<file path="config.mk">
export PLATFORM = sky130hd
export DESIGN_NAME = rqs_regs
export DESIGN_NICKNAME = d
export VERILOG_FILES = /design/src/core/rqs_pkg.sv /design/src/core/rqs_regs.sv
export SDC_FILE = /design/constraint.sdc
export NUM_CORES = 1
export LEC_CHECK = 0
export BUFFER_PORTS_ARGS = -buffer_cell sky130_fd_sc_hd__buf_2
export CAP_MARGIN = 30
export CORE_ASPECT_RATIO = 0.75
export CORE_MARGIN = 2
export CORE_UTILIZATION = 49
export DETAILED_ROUTE_END_ITERATION = 10
export GPL_ROUTABILITY_DRIVEN = 0
export GPL_TIMING_DRIVEN = 1
export PLACE_DENSITY = 0.75
export SYNTH_ARGS = -nofsm -noshare
export SYNTH_HDL_FRONTEND = slang
export SYNTH_SLANG_ARGS = --single-unit
</file>
<file path="constraint.sdc">
create_clock -name MCLK -period 2 [get_ports MCLK]
set_clock_uncertainty 0.15 [all_clocks]
set_input_delay 0.4 -clock MCLK [delete_from_list [all_inputs] [get_ports MCLK]]
set_output_delay 0.4 -clock MCLK [all_outputs]
set_load 0.02 [all_outputs]
</file>
<file path="src/core/rqs_pkg.sv">
// Package: register map, field positions and carriers for the requantizer/sync control bank
package rqs_pkg;
	localparam int          RQS_ADDR_W         = 8;
	localparam int          RQS_NCHAN          = 4;
	localparam logic [7:0]  RQS_ADDR_CHAN_IDX  = 8'h05;
	localparam logic [7:0]  RQS_ADDR_SYNC      = 8'h3a;
	localparam logic [7:0]  RQS_ADDR_CTRL      = 8'h3c;
	localparam logic [7:0]  RQS_ADDR_TUNE      = 8'h3e;
	localparam logic [7:0]  RQS_RST_SYNC       = 8'h00;
	localparam logic [7:0]  RQS_RST_CTRL       = 8'h00;
	localparam logic [7:0]  RQS_RST_TUNE       = 8'h1c;
	localparam logic [3:0]  RQS_RST_CHAN_IDX   = 4'hf;
	localparam int          RQS_SYNC_MASTER_B  = 0;
	localparam int          RQS_SYNC_DIV_EN_B  = 1;
	localparam int          RQS_SYNC_ONESHOT_B = 2;
	localparam int          RQS_CTRL_EN_B      = 0;
	localparam int          RQS_CTRL_PINDIS_B  = 4;
	localparam logic [2:0]  RQS_BAND_WIDTH_22  = 3'h0;
	localparam logic [2:0]  RQS_BAND_WIDTH_33  = 3'h1;
	localparam logic [2:0]  RQS_BAND_WIDTH_36  = 3'h2;
	localparam logic [7:0]  RQS_SYNC_MASK      = 8'h07;
	localparam logic [7:0]  RQS_CTRL_MASK      = 8'h1f;
	localparam logic [7:0]  RQS_TUNE_MASK      = 8'h3f;

	// Register write request from the serial port decoder
	typedef struct packed {
		logic       wr;
		logic [7:0] addr;
		logic [7:0] data;
	} rqs_wr_t;

	// Per-channel requantizer settings handed to the datapath
	typedef struct packed {
		logic       enable;
		logic [2:0] band_width;
		logic [5:0] tuning;
	} rqs_chan_t;
endpackage

</file>
<file path="src/core/rqs_regs.sv">
// Sync and noise shaping requantizer control register bank
`timescale 1ns/1ns
// Function
// - Mode bit clear: every qualifying sync rising edge resets the divider.
// - Mode bit set: only the next qualifying sync rising edge resets the divider.
// - One-shot mode ignores sync edges after the first accepted one until the sync register is written again.
// - Sync reaches the divider only with divider enable and master enable both set.
// - All sync functions stay inactive while master enable is low.
// - Pin disable bit 0 uses the external pin; 1 ignores it.
// - Per-channel writes land only on channels chosen by the index register.
// - Bandwidth field 000, 001, 010 selects 22, 33, 36 percent modes.
// - Register enable bit high enables requantizer, low bypasses it.
// - Register enable bit only matters when pin disable bit is set.
// - Six-bit tuning word sets the enhanced band edges.
// - Each tuning step moves band edges by half a percent of sample rate.
module rqs_regs
	import rqs_pkg::*;
#(
	parameter int NCHAN = RQS_NCHAN
)
(
	// Clock and reset
	input  wire logic                    MCLK,
	input  wire logic                    RST_N,
	// Register write and read ports from the serial decoder
	input  wire rqs_pkg::rqs_wr_t        WR,
	input  wire logic [7:0]              RD_ADDR,
	output logic [7:0]                   RD_DATA,
	// External pins
	input  wire logic                    SYNC_PIN,
	input  wire logic                    MODE_PIN,
	// Clock divider and requantizer controls
	output logic                         DIV_RESET,
	output rqs_pkg::rqs_chan_t [NCHAN-1:0] CHAN_CFG
);
	import rqs_pkg::*;

	logic [7:0]         sync_reg;
	logic [NCHAN-1:0]   chan_idx_reg;
	logic [7:0]         ctrl_reg [NCHAN];
	logic [7:0]         tune_reg [NCHAN];
	logic               sync_s1_reg;
	logic               sync_s2_reg;
	logic               sync_d_reg;
	logic               mode_s1_reg;
	logic               mode_s2_reg;
	logic               armed_reg;
	logic               sync_rise;
	logic               sync_gate;
	logic               sync_fire;
	logic [7:0]         rd_next;
	logic [NCHAN-1:0]   first_sel;

	// Lowest selected channel, used for readback
	function automatic int first_chan(input logic [NCHAN-1:0] sel);
		int k;
		k = 0;
		for (int i = NCHAN - 1; i >= 0; i--)
		begin
			if (sel[i])
				k = i;
		end
		return k;
	endfunction

	// Enable state: pin when pin disable is clear, register bit otherwise
	function automatic logic chan_enable(input logic [7:0] ctrl, input logic pin);
		return ctrl[RQS_CTRL_PINDIS_B] ? ctrl[RQS_CTRL_EN_B] : pin;
	endfunction

	// Two-flop synchronisers for the asynchronous pins
	always_ff @(posedge MCLK)
	begin
		if (!RST_N)
		begin
			sync_s1_reg <= 1'b0;
			sync_s2_reg <= 1'b0;
			sync_d_reg  <= 1'b0;
			mode_s1_reg <= 1'b0;
			mode_s2_reg <= 1'b0;
		end
		else
		begin
			sync_s1_reg <= SYNC_PIN;
			sync_s2_reg <= sync_s1_reg;
			sync_d_reg  <= sync_s2_reg;
			mode_s1_reg <= MODE_PIN;
			mode_s2_reg <= mode_s1_reg;
		end
	end

	// Sync qualification
	assign sync_rise = sync_s2_reg & ~sync_d_reg;
	assign sync_gate = sync_reg[RQS_SYNC_MASTER_B] & sync_reg[RQS_SYNC_DIV_EN_B];
	assign sync_fire = sync_rise & sync_gate
		& (~sync_reg[RQS_SYNC_ONESHOT_B] | armed_reg);

	// Global sync control register; writing it re-arms one-shot mode
	always_ff @(posedge MCLK)
	begin
		if (!RST_N)
			sync_reg <= RQS_RST_SYNC;
		else if (WR.wr && WR.addr == RQS_ADDR_SYNC)
			sync_reg <= WR.data & RQS_SYNC_MASK;
	end

	// One-shot arm flag, cleared by the first accepted edge
	always_ff @(posedge MCLK)
	begin
		if (!RST_N)
			armed_reg <= 1'b1;
		else if (WR.wr && WR.addr == RQS_ADDR_SYNC)
			armed_reg <= 1'b1;
		else if (sync_fire && sync_reg[RQS_SYNC_ONESHOT_B])
			armed_reg <= 1'b0;
	end

	// Divider reset pulse
	always_ff @(posedge MCLK)
	begin
		if (!RST_N)
			DIV_RESET <= 1'b0;
		else
			DIV_RESET <= sync_fire;
	end

	// Channel index register
	always_ff @(posedge MCLK)
	begin
		if (!RST_N)
			chan_idx_reg <= NCHAN'(RQS_RST_CHAN_IDX);
		else if (WR.wr && WR.addr == RQS_ADDR_CHAN_IDX)
			chan_idx_reg <= WR.data[NCHAN-1:0];
	end

	// Per-channel registers written only on selected channels
	always_ff @(posedge MCLK)
	begin
		if (!RST_N)
		begin
			for (int i = 0; i < NCHAN; i++)
			begin
				ctrl_reg[i] <= RQS_RST_CTRL;
				tune_reg[i] <= RQS_RST_TUNE;
			end
		end
		else
		begin
			for (int i = 0; i < NCHAN; i++)
			begin
				if (WR.wr && chan_idx_reg[i] && WR.addr == RQS_ADDR_CTRL)
					ctrl_reg[i] <= WR.data & RQS_CTRL_MASK;
				if (WR.wr && chan_idx_reg[i] && WR.addr == RQS_ADDR_TUNE)
					tune_reg[i] <= WR.data & RQS_TUNE_MASK;
			end
		end
	end

	// Channel configuration outputs
	always_ff @(posedge MCLK)
	begin
		if (!RST_N)
			CHAN_CFG <= '0;
		else
			for (int i = 0; i < NCHAN; i++)
			begin
				CHAN_CFG[i].enable     <= chan_enable(ctrl_reg[i], mode_s2_reg);
				CHAN_CFG[i].band_width <= ctrl_reg[i][3:1];
				CHAN_CFG[i].tuning     <= tune_reg[i][5:0];
			end
	end

	// Readback mux
	assign first_sel = chan_idx_reg;
	always_comb
	begin
		rd_next = 8'h00;
		case (RD_ADDR)
			RQS_ADDR_CHAN_IDX: rd_next = 8'(chan_idx_reg);
			RQS_ADDR_SYNC:     rd_next = sync_reg;
			RQS_ADDR_CTRL:     rd_next = ctrl_reg[first_chan(first_sel)];
			RQS_ADDR_TUNE:     rd_next = tune_reg[first_chan(first_sel)];
			default:           rd_next = 8'h00;
		endcase
	end

	always_ff @(posedge MCLK)
	begin
		if (!RST_N)
			RD_DATA <= 8'h00;
		else
			RD_DATA <= rd_next;
	end
endmodule

</file>
==> impl_metrics.yaml <==
sta:
  hold_viol: 0
  whs_ns: 0.0838
  maxSlewViolCount: 0
  timing.fmax_ghz: 0.501
  layout_min_cycle_time_ns: 1.99
  rsz0062_at_grt: "yes"
  post-route-period-util: 0.997
  finalSetupViolCount: 0
yosys:
  synth_compound_area_frac: 0.0808
  yosysMostFrequentCell: "dfxtp_1"
  synth_area_leaders: "edfxtp_1 32%, dfxtp_1 29%, and2_1 6.3%"
  synth_top_family_by_area: "simple AND/OR/NAND/NOR gates"
  synthMuxAreaShare: 0.0516
  synth.avg_cell_area_um2: 12.1
  synth_edf_count: 44
  synth_xor_area_frac: 0
  synth_ff_type: "dfxtp_1"
  yosysWarnings: 0
  syn_area_um2: 4100
  synthAdderAreaFrac: 0
  synth_commonest_cells: "60 x dfxtp_1, 44 x edfxtp_1, 41 x and2_1, 34 x and3_1"
  ys_seq_elements: 104
  synthCells: 340
  ys_types: 49
  synthArstFlopShare: 0
  synth_simple_gate_area_share: 0.223
  yosysSeqAreaShare: 0.615
  yosysTopAreaCell: "edfxtp_1"
  synth_top_area_frac: 0.322
worst_setup_path:
  r2r-start: "chan_idx_reg[2]"
  worst-setup-path-type: "flip-flop to flip-flop"
  startpoint_type: "flip-flop"
  crit_top_cell: "buf_4"
  startpoint: "chan_idx_reg[2]"
  crit_family: "compound AO/OA/AOI/OAI gates"
  critPathCaptureType: "flip-flop"
  crit_chain: "buf_4, inv_1, a211oi_2, buf_4, mux4_1, o2bb2ai_1"
  critPathSlowestCell: "a211oi_2"
  worstPathArrival_ns: 2.10
  crit_buf_inv: 3
  crit_fanout: 13
  slowest_delay_ns: 0.38
  critPathRequiredTime_ns: 2.11
detailed_routing:
  top_layer: "met4"
  detailedRoute.firstPassIterationCount: 4
  via_count: 2996
  drcViolationCount: 0
  met1Wirelength_um: 4090
  wl_per_cell_um: 16.7
  met2_length_um: 4020
  antenna_left: 0
  dr_wl_met3_um: 936
  drt-total-wl_um: 9130
  via_per_inst: 5.47
  drt-initial-drc-count: 236
global_routing:
  grt_max_degree: 57
  antenna_found_initial: 0
  grt_pass1_vias: 2717
  track_usage: 0.208
  gr-total-overflow: 0
  grt_pass1_wl_um: 14100
power:
  powerDensity_nw_per_um2: 772
  leakagePower_nw: 2.18
  vdd_drop_max_v: 0.000385
  total_power_w: 0.00386
floorplan:
  num_rows: 28
  io_pins: 78
  start_util: 0.511
  die_h_um: 83.2
  die_x_um: 110
  dieArea_um2: 9130
  core-area_um2: 8020
clock_tree:
  cts_hold_buf: 0
  cts.path.max_buffers: 2
  numCtsBuffers: 9
  clock-sinks: 104
  post_cts_resized: 0
  path_clk_slew_ns: 0.09
  tritoncts: "yes"
  root_buffer: "clkbuf_8"
  postCtsSetupBuffers: 0
  insertion_delay_ns: 0.37
  h-tree-depth: 3
finish:
  largest_reg_flops: 40
  diodes: 0
  drive_gt1_frac: 0.321
  regArea_um2: 2520
  postLayoutCoreUtil: 0.623
  n_fill_cell: 649
  nets: 467
  syn_to_final_growth_pct: 21.8
  multiInputGateArea_um2: 1470
min_path:
  hp-start: "MODE_PIN"
  hold_class: "input port to flip-flop"
job:
  max_cap_violations: 0
place:
  dp_hpwl_um: 6760
  port_buffers: 73
outcome:
  status: "finished clean"
## kinds of logic after synthesis
| group | Yosys count |
|---|---|
| compound gates | 45 |
| simple gates | 147 |
| buf+inv | 28 |
| flops | 104 |
| other cells | 1 |
| mux | 15 |
## final timing paths
kind              slack [ns]          end  cells after the start
setup / recovery       0.006   RD_DATA[3]                      6
hold / removal          0.08  mode_s1_reg                      2
setup reg to reg       0.006   RD_DATA[3]                      6
hold reg to reg         0.30  mode_s2_reg                      1
## cells in the final DEF (no fill, tap or decap), types with 9 or more instances in the layout
cell type / n
nor2_1: 15
dfxtp_1: 60
clkbuf_8: 9
edfxtp_1: 44
and2_1: 41
and3_1: 34
buf_4: 31
buf_2: 73
nand2_1: 14
mux2i_1: 11
o21ai_0: 10
or2_2: 14
## where the power goes
part | leakage (nW) | switching [W] | internal (W)
logic | 1.17 | 0.000154 | 0.0000987
clock network | 0.103 | 0.000715 | 0.000601
registers | 0.907 | 0.0000234 | 0.00227
total | 2.18 | 0.000892 | 0.00297
## metrics by stage
step | instance area (µm²) | cells | setup TNS [ns] | setup slack (ns)
after floorplan | 4110 | 341 | -1.00 | -0.0417
after global placement | 4790 | 532 | -1.75 | -0.0621
after detailed placement | 4790 | 532 | -2.81 | -0.0911
after CTS | 4990 | 548 | 0 | 0.00762
after global routing | 4990 | 548 | -0.0220 | -0.0220
final | 4990 | 548 | 0 | 0.00574
## cell type report
cell class,count,share of cell area
well taps,105,0.0263
flip-flops and latches,104,0.505
multi-input cells,209,0.294
clock inverters,6,0.0153
inverters,8,0.00601
clock buffers,10,0.0256
repair buffers,106,0.128
## routing by layer
metal | GRT usage | up-vias
met1 | 0.306 | 1428
met3 | 0.0620 | 8
met4 | 0.0506 | 0
met5 | 0 | -
met2 | 0.301 | 145
li1 | - | 1415
No activity file was read; power rests on OpenSTA's default activity.
